## config.mk

```make
export PLATFORM = sky130hd
export DESIGN_NAME = ingress_classifier
export DESIGN_NICKNAME = d
export VERILOG_FILES = /design/src/rtl/ingress_pkg.sv /design/src/rtl/table_port_if.sv /design/src/rtl/vlan_table_engine.sv /design/src/rtl/ingress_classifier.sv
export VERILOG_INCLUDE_DIRS = /design/src /design/src/rtl
export SDC_FILE = /design/constraint.sdc
export NUM_CORES = 2
export LEC_CHECK = 0
export BUFFER_PORTS_ARGS = -buffer_cell sky130_fd_sc_hd__buf_2
export CORE_MARGIN = 1
export CORE_UTILIZATION = 50
export DETAILED_ROUTE_END_ITERATION = 16
export PLACE_DENSITY = 0.78
export SLEW_MARGIN = 10
export SYNTH_ARGS = -nofsm -noshare
export SYNTH_HDL_FRONTEND = slang
export SYNTH_SLANG_ARGS = --single-unit
```

## constraint.sdc

```tcl
create_clock -name sys_clk -period 30.8 [get_ports sys_clk]
set_input_delay 7.7 -clock sys_clk [delete_from_list [all_inputs] [get_ports sys_clk]]
set_output_delay 7.7 -clock sys_clk [all_outputs]
set_load 0.02 [all_outputs]
```

## src/rtl/ingress_cfg.svh

```systemverilog
// constants for the ingress classifier: table sizes, field positions, tree states, command codes
`ifndef INGRESS_CFG_SVH
`define INGRESS_CFG_SVH
`define NUM_PORTS        3
`define VLAN_ENTRIES     16
`define DS_ENTRIES       64
`define VID_NULL         12'h000
`define VID_RESERVED     12'hfff
`define TOS_PREC_MSB     7
`define TOS_PREC_LSB     5
`define TOS_DS_MSB       7
`define TOS_DS_LSB       2
`define STATE_FORWARD    2'h0
`define STATE_BLOCK      2'h1
`define STATE_LEARN      2'h2
`define STATE_LISTEN     2'h3
`define PORT_STATE_RST   6'h00
`define REMAP_RST        24'hfac688
`define TC_MAP_RST       16'hfa50
`define PORT_DEFAULT_VLAN_ID_RST         12'h001
`define PORT_DEFAULT_VLAN_ID_PRIO_RST    3'h0
`define CMD_OP_WRITE     1'b1
`define CMD_OP_READ      1'b0
`define CFG_EN_DA_BIT    0
`define CFG_EN_DS_BIT    1
`define CFG_EN_PREC_BIT  2
`define CFG_EN_VLANP_BIT 3
`define CFG_VLAN_EN_BIT  4
`define CFG_MEMB_CHK_BIT 5
`define CFG_RST          6'h00
`endif

```

## src/rtl/ingress_pkg.sv

```systemverilog
// types shared by the ingress classifier modules
package ingress_pkg;
    typedef logic [1:0]  queue_t;
    typedef logic [2:0]  prio_t;
    typedef logic [11:0] vid_t;
    typedef logic [2:0]  portset_t;
    typedef logic [1:0]  tree_state_t;
    typedef enum logic [2:0] {
        SRC_STATIC,
        SRC_PRECEDENCE,
        SRC_DIFFSERV,
        SRC_VLAN,
        SRC_DEFAULT
    } prio_src_t;
    typedef enum {
        CMD_IDLE,
        CMD_BUSY
    } cmd_state_t;
endpackage : ingress_pkg

```

## src/rtl/table_port_if.sv

```systemverilog
// indirect table access bundle between the classifier and its table engine
`timescale 1ns/10ps
`default_nettype none
interface table_port_if;
    logic        req;
    logic        wr;
    logic [3:0]  idx;
    logic [30:0] wdata;
    logic [30:0] rdata;
    logic        busy;
    modport ctrl (output req, output wr, output idx, output wdata, input rdata, input busy);
    modport eng  (input req, input wr, input idx, input wdata, output rdata, output busy);
endinterface : table_port_if
`default_nettype wire

```

## src/rtl/vlan_table_engine.sv

```systemverilog
// sixteen-entry vlan table with indirect command port and a parallel lookup
`timescale 1ns/10ps
`default_nettype none
`include "ingress_cfg.svh"
module vlan_table_engine
    import ingress_pkg::*;
(
    // clock and reset
    input  wire logic     sys_clk,
    input  wire logic     sys_rst,
    // host command side
    table_port_if.eng     cmd,
    // lookup side
    input  wire vid_t     look_vid,
    output logic          look_hit,
    output portset_t      look_member,
    output portset_t      look_untag
);
    // entry: [30] valid, [29:18] vid, [17:15] member, [14:12] untag, rest unused
    logic [30:0] entry_ff [`VLAN_ENTRIES];
    cmd_state_t  st_ff;
    logic [30:0] rdata_ff;
    logic [`VLAN_ENTRIES-1:0] hit_vec;
    logic [3:0]  hit_idx;

    // one cycle busy per command, write lands on entry to busy, read data latched on exit
    always_ff @(posedge sys_clk or posedge sys_rst) begin
        if (sys_rst) begin
            st_ff    <= CMD_IDLE;
            rdata_ff <= '0;
        end else begin
            unique case (st_ff)
                CMD_IDLE: if (cmd.req) st_ff <= CMD_BUSY;
                CMD_BUSY: begin
                    st_ff <= CMD_IDLE;
                    rdata_ff <= entry_ff[cmd.idx];
                end
            endcase
        end
    end

    // table storage, every entry invalid after reset
    always_ff @(posedge sys_clk or posedge sys_rst) begin
        if (sys_rst) begin
            for (int i = 0; i < `VLAN_ENTRIES; i++) entry_ff[i] <= '0;
        end else if (st_ff == CMD_IDLE && cmd.req && cmd.wr == `CMD_OP_WRITE) begin
            entry_ff[cmd.idx] <= cmd.wdata;
        end
    end

    assign cmd.busy  = (st_ff == CMD_BUSY);
    assign cmd.rdata = rdata_ff;

    // parallel compare of all entries, lowest index wins
    for (genvar g = 0; g < `VLAN_ENTRIES; g++) begin : g_cmp
        assign hit_vec[g] = entry_ff[g][30] && (entry_ff[g][29:18] == look_vid);
    end
    always_comb begin
        hit_idx = '0;
        for (int i = `VLAN_ENTRIES-1; i >= 0; i--) if (hit_vec[i]) hit_idx = 4'(i);
    end
    assign look_hit    = |hit_vec;
    assign look_member = look_hit ? entry_ff[hit_idx][17:15] : 3'h0;
    assign look_untag  = look_hit ? entry_ff[hit_idx][14:12] : 3'h0;

    a_busy_one_cycle: assert property (@(posedge sys_clk) disable iff (sys_rst)
        cmd.busy |=> !cmd.busy) else $error("vlan busy lasted more than one cycle");
endmodule : vlan_table_engine
`default_nettype wire

```

## src/rtl/ingress_classifier.sv

```systemverilog
// ingress classifier: queue selection, vlan resolution and spanning tree gating
`timescale 1ns/10ps
`default_nettype none
`include "ingress_cfg.svh"

// Function
// - queue from static, precedence, diffserv, vlan, default
// - non-static sources pass traffic class map
// - static priority selects queue directly
// - default priority stored with port default vid
// - precedence is top three tos bits
// - diffserv table indexed by top six bits
// - diffserv table uninitialised, host fills first
// - diffserv table reached by indirect commands
// - vlan priority remapped per ingress port
// - sixteen vlan entries, vid member untag
// - valid tagged vid searches vlan table
// - missing vid gives empty membership
// - empty membership filters when checking or unknown
// - untagged or vid zero uses port default
// - membership for checks, untag only hybrid
// - two-bit tree state, disabled equals blocking
// - non-forwarding discards receive and transmit
// - learning on only learning and forwarding
// - forwarding state passes traffic normally
// - static plus age entry bypasses tree state
// - filter on non-forwarding source or destination
// - vid fff filtered when vlan enabled
module ingress_classifier
    import ingress_pkg::*;
(
    // clock and reset
    input  wire logic        sys_clk,
    input  wire logic        sys_rst,
    // global configuration
    input  wire logic [5:0]  global_ingress_config,
    input  wire logic [5:0]  port_tree_state_reg,
    input  wire logic [7:0]  port0_priority_remap,
    input  wire logic [7:0]  port1_priority_remap,
    input  wire logic [7:0]  port2_priority_remap,
    input  wire logic [15:0] traffic_class_map,
    input  wire logic [2:0]  hybrid_ports,
    // port default vid table writes
    input  wire logic        port_default_vlan_id_wr,
    input  wire logic [1:0]  port_default_vlan_id_port,
    input  wire logic [14:0] port_default_vlan_id_wdata,
    // vlan table indirect access
    input  wire logic        vlan_table_command,
    input  wire logic        vlan_table_cmd_wr,
    input  wire logic [3:0]  vlan_table_cmd_idx,
    input  wire logic [30:0] vlan_table_write_data,
    output logic [30:0]      vlan_table_read_data,
    output logic             vlan_table_cmd_status,
    // diffserv table indirect access
    input  wire logic        ds_table_command,
    input  wire logic        ds_table_cmd_wr,
    input  wire logic [5:0]  ds_table_cmd_idx,
    input  wire logic [2:0]  ds_table_write_data,
    output logic [2:0]       ds_table_read_data,
    output logic             ds_table_cmd_status,
    // packet descriptor from port receive
    input  wire logic        pkt_valid,
    input  wire logic [1:0]  pkt_src_port,
    input  wire logic [2:0]  pkt_dst_ports,
    input  wire logic        pkt_da_found,
    input  wire logic        pkt_da_static,
    input  wire logic        pkt_da_age,
    input  wire logic [1:0]  pkt_da_queue,
    input  wire logic        pkt_tagged,
    input  wire logic [11:0] pkt_vid,
    input  wire logic [2:0]  pkt_tag_prio,
    input  wire logic        pkt_is_ipv4,
    input  wire logic        pkt_is_ipv6,
    input  wire logic [7:0]  pkt_tos,
    // classification result
    output logic             res_valid,
    output logic [1:0]       res_queue,
    output logic [2:0]       res_src,
    output logic [2:0]       res_member,
    output logic [2:0]       res_untag,
    output logic [2:0]       res_tx_ports,
    output logic             res_filter,
    output logic             res_learn,
    output logic [11:0]      res_vid
);
    // ****************************************
    // port default vid and priority storage
    // ****************************************
    logic [14:0] port_default_vlan_id_ff [`NUM_PORTS];

    // entries hold {priority, vid}, writes from the host command path
    always_ff @(posedge sys_clk or posedge sys_rst) begin
        if (sys_rst) begin
            for (int i = 0; i < `NUM_PORTS; i++) port_default_vlan_id_ff[i] <= {`PORT_DEFAULT_VLAN_ID_PRIO_RST, `PORT_DEFAULT_VLAN_ID_RST};
        end else if (port_default_vlan_id_wr && port_default_vlan_id_port < 2'(`NUM_PORTS)) begin
            port_default_vlan_id_ff[port_default_vlan_id_port] <= port_default_vlan_id_wdata;
        end
    end

    // ****************************************
    // diffserv table, no reset on purpose
    // ****************************************
    logic [2:0]  ds_ff [`DS_ENTRIES];
    logic [2:0]  ds_rd_ff;
    logic        ds_busy_ff;

    // contents stay undefined until the host writes every entry
    always_ff @(posedge sys_clk) begin
        if (ds_table_command && !ds_busy_ff && ds_table_cmd_wr == `CMD_OP_WRITE)
            ds_ff[ds_table_cmd_idx] <= ds_table_write_data;
    end

    // one cycle status busy per command, read data latched on completion
    always_ff @(posedge sys_clk or posedge sys_rst) begin
        if (sys_rst) begin
            ds_busy_ff <= 1'b0;
            ds_rd_ff   <= 3'h0;
        end else begin
            ds_busy_ff <= ds_table_command && !ds_busy_ff;
            if (ds_busy_ff) ds_rd_ff <= ds_ff[ds_table_cmd_idx];
        end
    end
    assign ds_table_cmd_status = ds_busy_ff;
    assign ds_table_read_data  = ds_rd_ff;

    // ****************************************
    // vlan table engine
    // ****************************************
    table_port_if vtab ();
    logic       look_hit;
    portset_t   look_member;
    portset_t   look_untag;
    vid_t       eff_vid;

    assign vtab.req   = vlan_table_command;
    assign vtab.wr    = vlan_table_cmd_wr;
    assign vtab.idx   = vlan_table_cmd_idx;
    assign vtab.wdata = vlan_table_write_data;
    assign vlan_table_read_data  = vtab.rdata;
    assign vlan_table_cmd_status = vtab.busy;

    vlan_table_engine u_vtab (
        .sys_clk     (sys_clk),
        .sys_rst     (sys_rst),
        .cmd         (vtab.eng),
        .look_vid    (eff_vid),
        .look_hit    (look_hit),
        .look_member (look_member),
        .look_untag  (look_untag)
    );

    // ****************************************
    // vlan resolution
    // ****************************************
    wire        use_default = !pkt_tagged || (pkt_vid == `VID_NULL);
    wire [14:0] src_port_default_vlan_id    = port_default_vlan_id_ff[pkt_src_port];
    wire        vid_reserved = pkt_tagged && (pkt_vid == `VID_RESERVED);
    wire        vlan_en     = global_ingress_config[`CFG_VLAN_EN_BIT];
    wire        memb_chk    = global_ingress_config[`CFG_MEMB_CHK_BIT];
    assign eff_vid = use_default ? src_port_default_vlan_id[11:0] : pkt_vid;
    wire [2:0]  member = (vid_reserved) ? 3'h0 : look_member;
    wire [2:0]  untag  = look_untag & hybrid_ports;

    // ****************************************
    // priority sources
    // ****************************************
    wire [2:0] prec_prio = pkt_tos[`TOS_PREC_MSB:`TOS_PREC_LSB];
    wire [5:0] ds_index  = pkt_tos[`TOS_DS_MSB:`TOS_DS_LSB];
    wire [2:0] ds_prio   = ds_ff[ds_index];
    wire [7:0] remap_row = (pkt_src_port == 2'h0) ? port0_priority_remap :
                           (pkt_src_port == 2'h1) ? port1_priority_remap : port2_priority_remap;
    // the ingress port's own row sets the top bit of the regenerated priority, the tag keeps the low bits
    wire [2:0] regen_prio = {remap_row[pkt_tag_prio], pkt_tag_prio[1:0]};
    wire [2:0] dflt_prio = src_port_default_vlan_id[14:12];

    // ****************************************
    // source selection and traffic class map
    // ****************************************
    wire en_da   = global_ingress_config[`CFG_EN_DA_BIT];
    wire en_ds   = global_ingress_config[`CFG_EN_DS_BIT];
    wire en_prec = global_ingress_config[`CFG_EN_PREC_BIT];
    wire en_vlnp = global_ingress_config[`CFG_EN_VLANP_BIT];
    wire is_ip   = pkt_is_ipv4 || pkt_is_ipv6;
    prio_src_t sel_src;
    logic [2:0] sel_prio;

    // fixed precedence: static da, diffserv, precedence, vlan tag, port default
    always_comb begin
        if (en_da && pkt_da_found && pkt_da_static) begin
            sel_src = SRC_STATIC;
            sel_prio = {1'b0, pkt_da_queue};
        end else if (en_ds && is_ip) begin
            sel_src = SRC_DIFFSERV;
            sel_prio = ds_prio;
        end else if (en_prec && pkt_is_ipv4) begin
            sel_src = SRC_PRECEDENCE;
            sel_prio = prec_prio;
        end else if (en_vlnp && pkt_tagged) begin
            sel_src = SRC_VLAN;
            sel_prio = regen_prio;
        end else begin
            sel_src = SRC_DEFAULT;
            sel_prio = dflt_prio;
        end
    end
    wire [1:0] tc_queue  = traffic_class_map[sel_prio*2 +: 2];
    wire [1:0] nxt_queue = (sel_src == SRC_STATIC) ? pkt_da_queue : tc_queue;

    // ****************************************
    // spanning tree gating and filtering
    // ****************************************
    logic [`NUM_PORTS-1:0] port_fwd;
    logic [`NUM_PORTS-1:0] port_learn;
    for (genvar p = 0; p < `NUM_PORTS; p++) begin : g_tree
        wire [1:0] st = port_tree_state_reg[p*2 +: 2];
        assign port_fwd[p]   = (st == `STATE_FORWARD);
        assign port_learn[p] = (st == `STATE_FORWARD) || (st == `STATE_LEARN);
    end
    wire       override  = pkt_da_found && pkt_da_static && pkt_da_age;
    wire       src_fwd   = port_fwd[pkt_src_port] || override;
    wire [2:0] src_bit   = 3'h1 << pkt_src_port;
    wire [2:0] base_dst  = pkt_da_found ? pkt_dst_ports : ~src_bit;
    wire [2:0] vlan_dst  = vlan_en ? (base_dst & member) : base_dst;
    wire [2:0] nxt_tx    = (vlan_dst & ~src_bit) & (override ? 3'h7 : port_fwd);
    wire       memb_fail = vlan_en && memb_chk && ((member & pkt_dst_ports) != pkt_dst_ports
                           || member == 3'h0);
    wire       unk_empty = vlan_en && !pkt_da_found && (nxt_tx == 3'h0);
    wire       nxt_filter = !src_fwd || (vlan_en && vid_reserved) || memb_fail
                            || unk_empty || (nxt_tx == 3'h0);

    // ****************************************
    // result register
    // ****************************************
    always_ff @(posedge sys_clk or posedge sys_rst) begin
        if (sys_rst) begin
            res_valid    <= 1'b0;
            res_queue    <= 2'h0;
            res_src      <= 3'h0;
            res_member   <= 3'h0;
            res_untag    <= 3'h0;
            res_tx_ports <= 3'h0;
            res_filter   <= 1'b0;
            res_learn    <= 1'b0;
            res_vid      <= 12'h000;
        end else begin
            res_valid    <= pkt_valid;
            res_queue    <= nxt_queue;
            res_src      <= sel_src;
            res_member   <= member;
            res_untag    <= untag;
            res_tx_ports <= nxt_filter ? 3'h0 : nxt_tx;
            res_filter   <= nxt_filter;
            res_learn    <= pkt_valid && port_learn[pkt_src_port];
            res_vid      <= eff_vid;
        end
    end

    // ****************************************
    // assertions
    // ****************************************
    a_static_direct: assert property (@(posedge sys_clk) disable iff (sys_rst)
        (pkt_valid && en_da && pkt_da_found && pkt_da_static) |=> res_queue == $past(pkt_da_queue))
        else $error("static priority did not select queue directly");
    a_block_discard: assert property (@(posedge sys_clk) disable iff (sys_rst)
        (pkt_valid && !override && !port_fwd[pkt_src_port]) |=> res_filter && res_tx_ports == 3'h0)
        else $error("packet from non-forwarding port not filtered");
    a_learn_gate: assert property (@(posedge sys_clk) disable iff (sys_rst)
        (pkt_valid && port_tree_state_reg[pkt_src_port*2 +: 2] inside {`STATE_BLOCK, `STATE_LISTEN})
        |=> !res_learn) else $error("learning on blocked port");
    a_reserved_vid: assert property (@(posedge sys_clk) disable iff (sys_rst)
        (pkt_valid && vlan_en && pkt_tagged && pkt_vid == `VID_RESERVED) |=> res_filter)
        else $error("vid fff not filtered");
    a_default_vid: assert property (@(posedge sys_clk) disable iff (sys_rst)
        (pkt_valid && !pkt_tagged) |=> res_vid == $past(src_port_default_vlan_id[11:0]))
        else $error("untagged packet missed default vid");
    a_foreign_empty: assert property (@(posedge sys_clk) disable iff (sys_rst)
        (pkt_valid && !look_hit) |=> res_member == 3'h0)
        else $error("foreign vlan gave members");
    a_untag_hybrid: assert property (@(posedge sys_clk) disable iff (sys_rst)
        pkt_valid |=> (res_untag & ~$past(hybrid_ports)) == 3'h0)
        else $error("untag on non-hybrid port");
    a_tc_map: assert property (@(posedge sys_clk) disable iff (sys_rst)
        (pkt_valid && sel_src == SRC_DEFAULT) |=> res_queue == $past(traffic_class_map[dflt_prio*2 +: 2]))
        else $error("default priority not mapped");
    a_ds_busy: assert property (@(posedge sys_clk) disable iff (sys_rst)
        ds_table_cmd_status |=> !ds_table_cmd_status)
        else $error("diffserv busy too long");
    c_static: cover property (@(posedge sys_clk) disable iff (sys_rst) pkt_valid && sel_src == SRC_STATIC);
    c_vlan: cover property (@(posedge sys_clk) disable iff (sys_rst) pkt_valid && sel_src == SRC_VLAN);
    c_override: cover property (@(posedge sys_clk) disable iff (sys_rst) pkt_valid && override && !port_fwd[pkt_src_port]);
    c_hit: cover property (@(posedge sys_clk) disable iff (sys_rst) pkt_valid && look_hit);
endmodule : ingress_classifier
`default_nettype wire

```

; Yosys cells after proc, flatten, opt, wreduce, memory -nomap -nowiden
; Memories as Yosys holds them, arrays and structs flattened. A register that Yosys moved wholly into a read port is not among the register bits.
; Cells that the tools add are included.
[word_totals]
regBits = 634
latch_bits = 0
ramBits = 192
rom_bits = 0
input_bits = 160
wordCells = 201
mem_count = 1
[memory_table]
columns = name, words, width, read_ports, rd_clocked_by_memory_dff, write_ports, line
row1 = ds_ff, 64, 3, 2, 1, 1, ingress_classifier.sv:103  ; logic [2:0] ds_ff [`DS_ENTRIES];
[op_classes]
addsub = 0
n_mul = 0
div_mod_pow = 0
order_cmp = 9
eq_ne = 25
n_shift = 2
mux = 60
bitwise = 10
n_reduce_logical = 63
[ops]
columns = cell, count
row1 = $bwmux 496, 1
row2 = $bmux 31 s4, 2
row3 = $eq 12x12->1, 16
row4 = $demux 31 s4, 1
row5 = $mux 31, 3
row6 = $logic_not 32->1, 2
row7 = $mux 4, 16
row8 = $pmux 32 s2, 1
row9 = $bwmux 45, 1
row10 = $mux 15, 3
row11 = $mux 3, 15
row12 = $logic_and 1x1->1, 37
row13 = $mux 18, 2
row14 = $eq 32x1->1 const B, 1
row15 = $eq 32x2->1 const B, 1
row16 = $mux 32, 1
row17 = $bmux 15 s2, 1
row18 = $demux 15 s2, 1
row19 = $mux 8, 2
row20 = $reduce_or 16->1, 1
row21 = $shiftx 16x5->2, 1
row22 = $and 3x3->3, 5
row23 = $eq 12x12->1 const B, 1
row24 = $logic_not 12->1, 1
row25 = 24 further kinds, 53

; Longest topological paths before layout
[logic_depth]
ltp_word = 38
mapped_depth = 25
ltp_nobuf = 17

; Modules after synthesis
; Synthesis repeated with hierarchy kept, for this count alone.
[hier_totals]
cells_unflattened = 2730
area_unflattened_um2 = 39809.4
[by_module_without_submodules]
columns = mod, instances, cells_per_inst, area_each_um2
row1 = vlan_table_engine, 1, 1803, 26962.1
row2 = ingress_classifier, 1, 927, 12847.3

; Worst setup path before layout
; OpenSTA, ideal clock, no wires.
[synth_timing]
kind = input-to-reg
start = input port pkt_vid[0]
end = register res_filter
setup_time_ns = 0.126
arrival_time_ns = 12.101
required_time_ns = 30.674
path_slack_ns = 18.573
path_stages = 21
path_buffers = 5
cell_sequence = buf_4 > nor4_4 > a31o_1 > buf_6 > buf_6 > mux2i_1 > buf_2 > xor2_1 > nand4_1 > nor4_2 > nor2_1 > a211oi_1 > and2_4 > buf_6 > o21a_4 > mux4_2 > a21oi_1 > or3_4 > o221a_2 > o41ai_4 > a311o_1
[synth_between]
elab_chain_cells = 35
elab_cells_between_ends = 76
classes_between = 18 x eq/ne / 23 x mux / 5 x bitwise / 30 x reduce/logical
[synth_lines]
columns = item, line
row1 = "start, declared", ingress_classifier.sv:70  ; input wire logic [11:0] pkt_vid,
row2 = $logic_not 12->1 (no source line), n/a
row3 = $logic_or 1x1->1, ingress_classifier.sv:155  ; wire use_default = !pkt_tagged || (pkt_vid == `VID_NULL);
row4 = $mux 12, ingress_classifier.sv:160  ; assign eff_vid = use_default ? src_port_default_vlan_id[11:0] : pkt_vid;
row5 = $eq 12x12->1, vlan_table_engine.sv:56  ; assign hit_vec[g] = entry_ff[g][30] && (entry_ff[g][29:18] == look_vid);
row6 = $logic_and 1x1->1, vlan_table_engine.sv:56
row7 = $mux 4 (16 in series), vlan_table_engine.sv:60  ; for (int i = `VLAN_ENTRIES-1; i >= 0; i--) if (hit_vec[i]) hit_idx = 4'(i);
row8 = $not 4->5 (implied by the code), vlan_table_engine.sv:63  ; assign look_member = look_hit ? entry_ff[hit_idx][17:15] : 3'h0;
row9 = $bmux 31 s4, vlan_table_engine.sv:63
row10 = [... 4 more ...], n/a
row11 = named net member[1], ingress_classifier.sv:161  ; wire [2:0] member = (vid_reserved) ? 3'h0 : look_member;
row12 = $and 3x3->3, ingress_classifier.sv:223  ; wire [2:0] vlan_dst = vlan_en ? (base_dst & member) : base_dst;
row13 = $mux 3, ingress_classifier.sv:223
row14 = $and 3x3->3 (2 in series), ingress_classifier.sv:224  ; wire [2:0] nxt_tx = (vlan_dst & ~src_bit) & (override ? 3'h7 : port_fwd);
row15 = $logic_not 3->1, "ingress_classifier.sv:227, ingress_classifier.sv:229"
row16 = $logic_and 1x1->1, ingress_classifier.sv:227  ; wire unk_empty = vlan_en && !pkt_da_found && (nxt_tx == 3'h0);
row17 = $logic_or 1x1->1, ingress_classifier.sv:229  ; || unk_empty || (nxt_tx == 3'h0);
row18 = $logic_or 1x1->1 *, ingress_classifier.sv:229
row19 = named net nxt_filter, ingress_classifier.sv:228  ; wire nxt_filter = !src_fwd || (vlan_en && vid_reserved) || memb_fail
row20 = "end signal, assigned", ingress_classifier.sv:252  ; res_filter <= nxt_filter;
row21 = "end, declared", ingress_classifier.sv:82  ; output logic res_filter,
; Mark *: on every way through the listed nets, which the timed path passes. The rest lies on a longest branch. The select of a mux whose other input is x is not followed.
; A chain may end at the register's enable or synchronous reset.

; Worst setup path after layout
[layout_timing]
start = input port pkt_vid[10]
end = register res_filter
; Same word-level chain as after synthesis.

==> summary.txt <==
Detailed routing
  • DRC: 0
  • Routed WL: 128000 um
  • Iteration-0 DRC Markers: 3584
  • Via count: 29500
  • WL per Instance: between 20 and 30 um
  • First-pass detailed-route iteration total: 5
  • Via/cell ratio: 6.67
  • Antenna Nets Post-Route: 0

Worst setup path
  • Setup CP Type: input port to flop
  • WP data arrival: 15.32 ns
  • Worst Path Max Fanout: 57
  • Worst setup EP type: flop
  • Required @ worst endpoint: 31.32 ns
  • Startpoint Class: input port

Power and ir drop
  • Sequential share of power: 44.5%
  • Power, Total: ~0.003 W
  • Maximum VDD drop: 0.0677 mV
  • Combinational Power Share: 19.7%
  • Switch Pwr: ~0.00088 W
  • Pleak: 19.5 nW
  • Sw frac: 29.2%
  • Power density over cell area: 63.8 nW/um2
  • Clock Power Share: 35.8%
  • P_int: around 0.0021 W

Clock tree
  • CTS tree: done
  • Post-CTS Hold Fix Bufs: 0
  • Post-CTS Resized: 0
  • Clock H-tree levels: 3
  • Root buffer cell: clkbuf_16
  • Cts bufs inserted: 86
  • Clock Pin Slew Worst Setup and Hold Paths: 0.06 ns
  • Clk buf depth: 3
  • Sink Count: 798
  • Worst-Skew Late Latency: 0.67 ns
  • Number of post-CTS setup repair buffers: 0

Synth
  • Distinct cell type count after synthesis: 97
  • Largest family of logic cells by synthesized area: multiplexers
  • Synth Instances: 3137
  • Number of synthesized flops with an enable pin: 192
  • FF+latch count, synth: between 700 and 800
  • Adder-Cell Fraction of Synth Area: 0%
  • Mapped Area: 42200 um2
  • Synth Area in Compound Gates: 7.80%
  • Mux cell area share after synthesis: 29.0%
  • Post-Synth Simple-Gate Area: 7.07%
  • Post-Syn Area per Cell: 13.5 um2
  • Cell with the most instances after synthesis: dfrtp_1
  • Register area share after synthesis: 49.6%
  • Asr flop ratio synth: 75.9%
  • Leading area contributor after synthesis: dfrtp_1
  • Warnings, synthesis: 0
  • Synth top cells by count: 603 x dfrtp_1, 577 x mux2_2, 225 x mux4_2, 192 x edfxtp_1, 160 x clkbuf_1
  • Synth top area cells: dfrtp_1 36%, mux2_2 15%, edfxtp_1 14%, mux4_2 12%, xor2_1 2.6%
  • Synth top area share: 35.7%
  • Syn Nets: 3297
  • Main synth FF type: dfrtp_1
  • Synth Area in XOR/XNOR: 3.53%

Finish
  • Share of layout cells above drive strength 1: between 30 and 40%
  • Layout area overhead: 11.9%
  • Final Util: 56.5%
  • Nets@finish: 3425
  • Layout Cells excl Fill: 4423

Placement
  • Worst slack, placed: 15.53 ns
  • Number of I/O port buffers: 222
  • HPWL Detailed: 85000 um
  • Placed Cells: 4257
  • Placer Congestion: 0.992

Floorplan
  • Die height: 293 um
  • Initial Util: around half
  • Die area: between 80000 and 90000 um2
  • Cell Rows: around 110
  • Core Area: 83600 um2
  • Io pins: 225
  • Width of the die: 293 um

STA
  • F_max: 67.6 MHz
  • Final WS setup: 16.01 ns
  • Final hold vios: 0
  • Setup TNS: 0 ns
  • Slew @ Worst Pin: roughly 1.2 ns
  • Post-route clock period utilization: between 40% and 50%
  • Slew headroom: 19.1%
  • Final setup viols: 0
  • Clk_skew: between 0.03 and 0.04 ns
  • Min cycle time layout: approximately 15 ns
  • Fin. max-slew vios: 0
  • RSZ-0062 raised after global routing: no

Global routing
  • Largest net degree at the start of global routing: 170
  • First-pass GRT wire length: 193000 um
  • Antenna violations before repair: 17
  • Total GRT Usage: 30.1%
  • GR Overflow Total: 0
  • Vias in the first global route: ~30000

Job
  • Maxcap violations: 0

Status
  • Status: finished clean

Worst hold path
  • Worst hold path class: flop to flop
-- layout make-up --
| class | count | area (um2) |
|---|---|---|
| antenna | 6 | 15.0 |
| inverter | 49 | 194 |
| multi-input combinational | 2041 | 20100 |
| tap | 1080 | 1350 |
| timing repair buffer | 289 | 1640 |
| fill | 6609 | 36300 |
| clock inverter | 45 | 584 |
| sequential | 798 | 20900 |
| clock buffer | 115 | 2380 |
-- kinds of logic (layout without fill, tap and decap cells) --
family,after synthesis,count (layout)
flip-flops,798,798
multiplexers,866,866
other,0,6
AO/OA/AOI/OAI,441,441
AND/OR/NAND/NOR,564,564
XOR/XNOR,170,170
buffers and inverters,298,498
-- registers in the layout (all words and copies together) (netlist names), 12 cells and up --
signal / count
ds_ff: 192
res_vid: 12
port_default_vlan_id_ff: 45
u_vtab.entry_ff: 496
u_vtab.cmd.rdata: 31
-- stage by stage --
stage	instance area (um2)	hold slack, ns
after floorplan	42200	0.474
after global placement	44200	0.482
after detailed placement	44200	0.488
after CTS	47200	0.501
after global routing	47200	0.508
final	47200	0.497
-- placed cells by master, fill, tap and decap left out, types with 30 or more instances in the layout --
| cell | n |
|---|---|
| nand3_1 | 47 |
| xor2_1 | 123 |
| mux4_2 | 225 |
| nor4_1 | 30 |
| a22oi_1 | 76 |
| nand4_1 | 72 |
| nor2_1 | 133 |
| nand2_1 | 94 |
| o21ai_0 | 41 |
| mux2i_1 | 57 |
| xnor2_1 | 47 |
| buf_2 | 220 |
| a211oi_1 | 38 |
| a21oi_1 | 52 |
| dfrtp_1 | 602 |
| edfxtp_1 | 192 |
| inv_1 | 46 |
| buf_4 | 66 |
| mux2_2 | 577 |
| clkbuf_16 | 86 |
-- final timing paths --
path | startpoint | to | slack, ns | cells after the start
setup / recovery | pkt_vid[10] | res_filter | 16.01 | 18
hold / removal | u_vtab.entry_ff[36] | u_vtab.entry_ff[36] | 0.50 | 1
setup reg to reg | port_default_vlan_id_ff[4] | res_filter | 24.17 | 17
hold reg to reg | u_vtab.entry_ff[36] | u_vtab.entry_ff[36] | 0.50 | 1
max in group asynchronous | sys_rst | u_vtab.entry_ff[23] | 20.64 | 5
min in group asynchronous | sys_rst | u_vtab.entry_ff[439] | 7.15 | 2
-- power groups by stage --
stage	sequential [W]	clock [W]	combinational, W
floorplan	0.00133	0	0.000404
global placement	0.00134	0	0.000574
detailed placement	0.00135	0	0.000584
CTS	0.00134	0.00109	0.000588
global route	0.00136	0.00113	0.000632
finish	0.00134	0.00108	0.000594
-- metal layers --
metal	track usage (%)	vias up	wire, um
li1	-	12400	-
met1	42.0	15200	51600
met2	46.4	1631	59600
met3	6.27	321	12300
met4	12.0	20	4930
met5	0	-	115
-- worst max-delay path, stage by stage --
cell	delay [ns]
buf_2	0.25
nor4_4	0.81
a31o_2	0.40
buf_4	0.58
mux2i_4	0.87
xor2_1	0.29
nand3_1	0.20
nor4b_2	0.41
nor2_1	0.19
a211oi_1	0.81
and2_4	0.34
o21a_4	0.67
mux4_2	0.61
a21oi_1	0.18
or3_4	0.24
o221a_2	0.24
o41ai_4	0.09
a311o_1	0.35
Power figures use the tool's default switching activity.
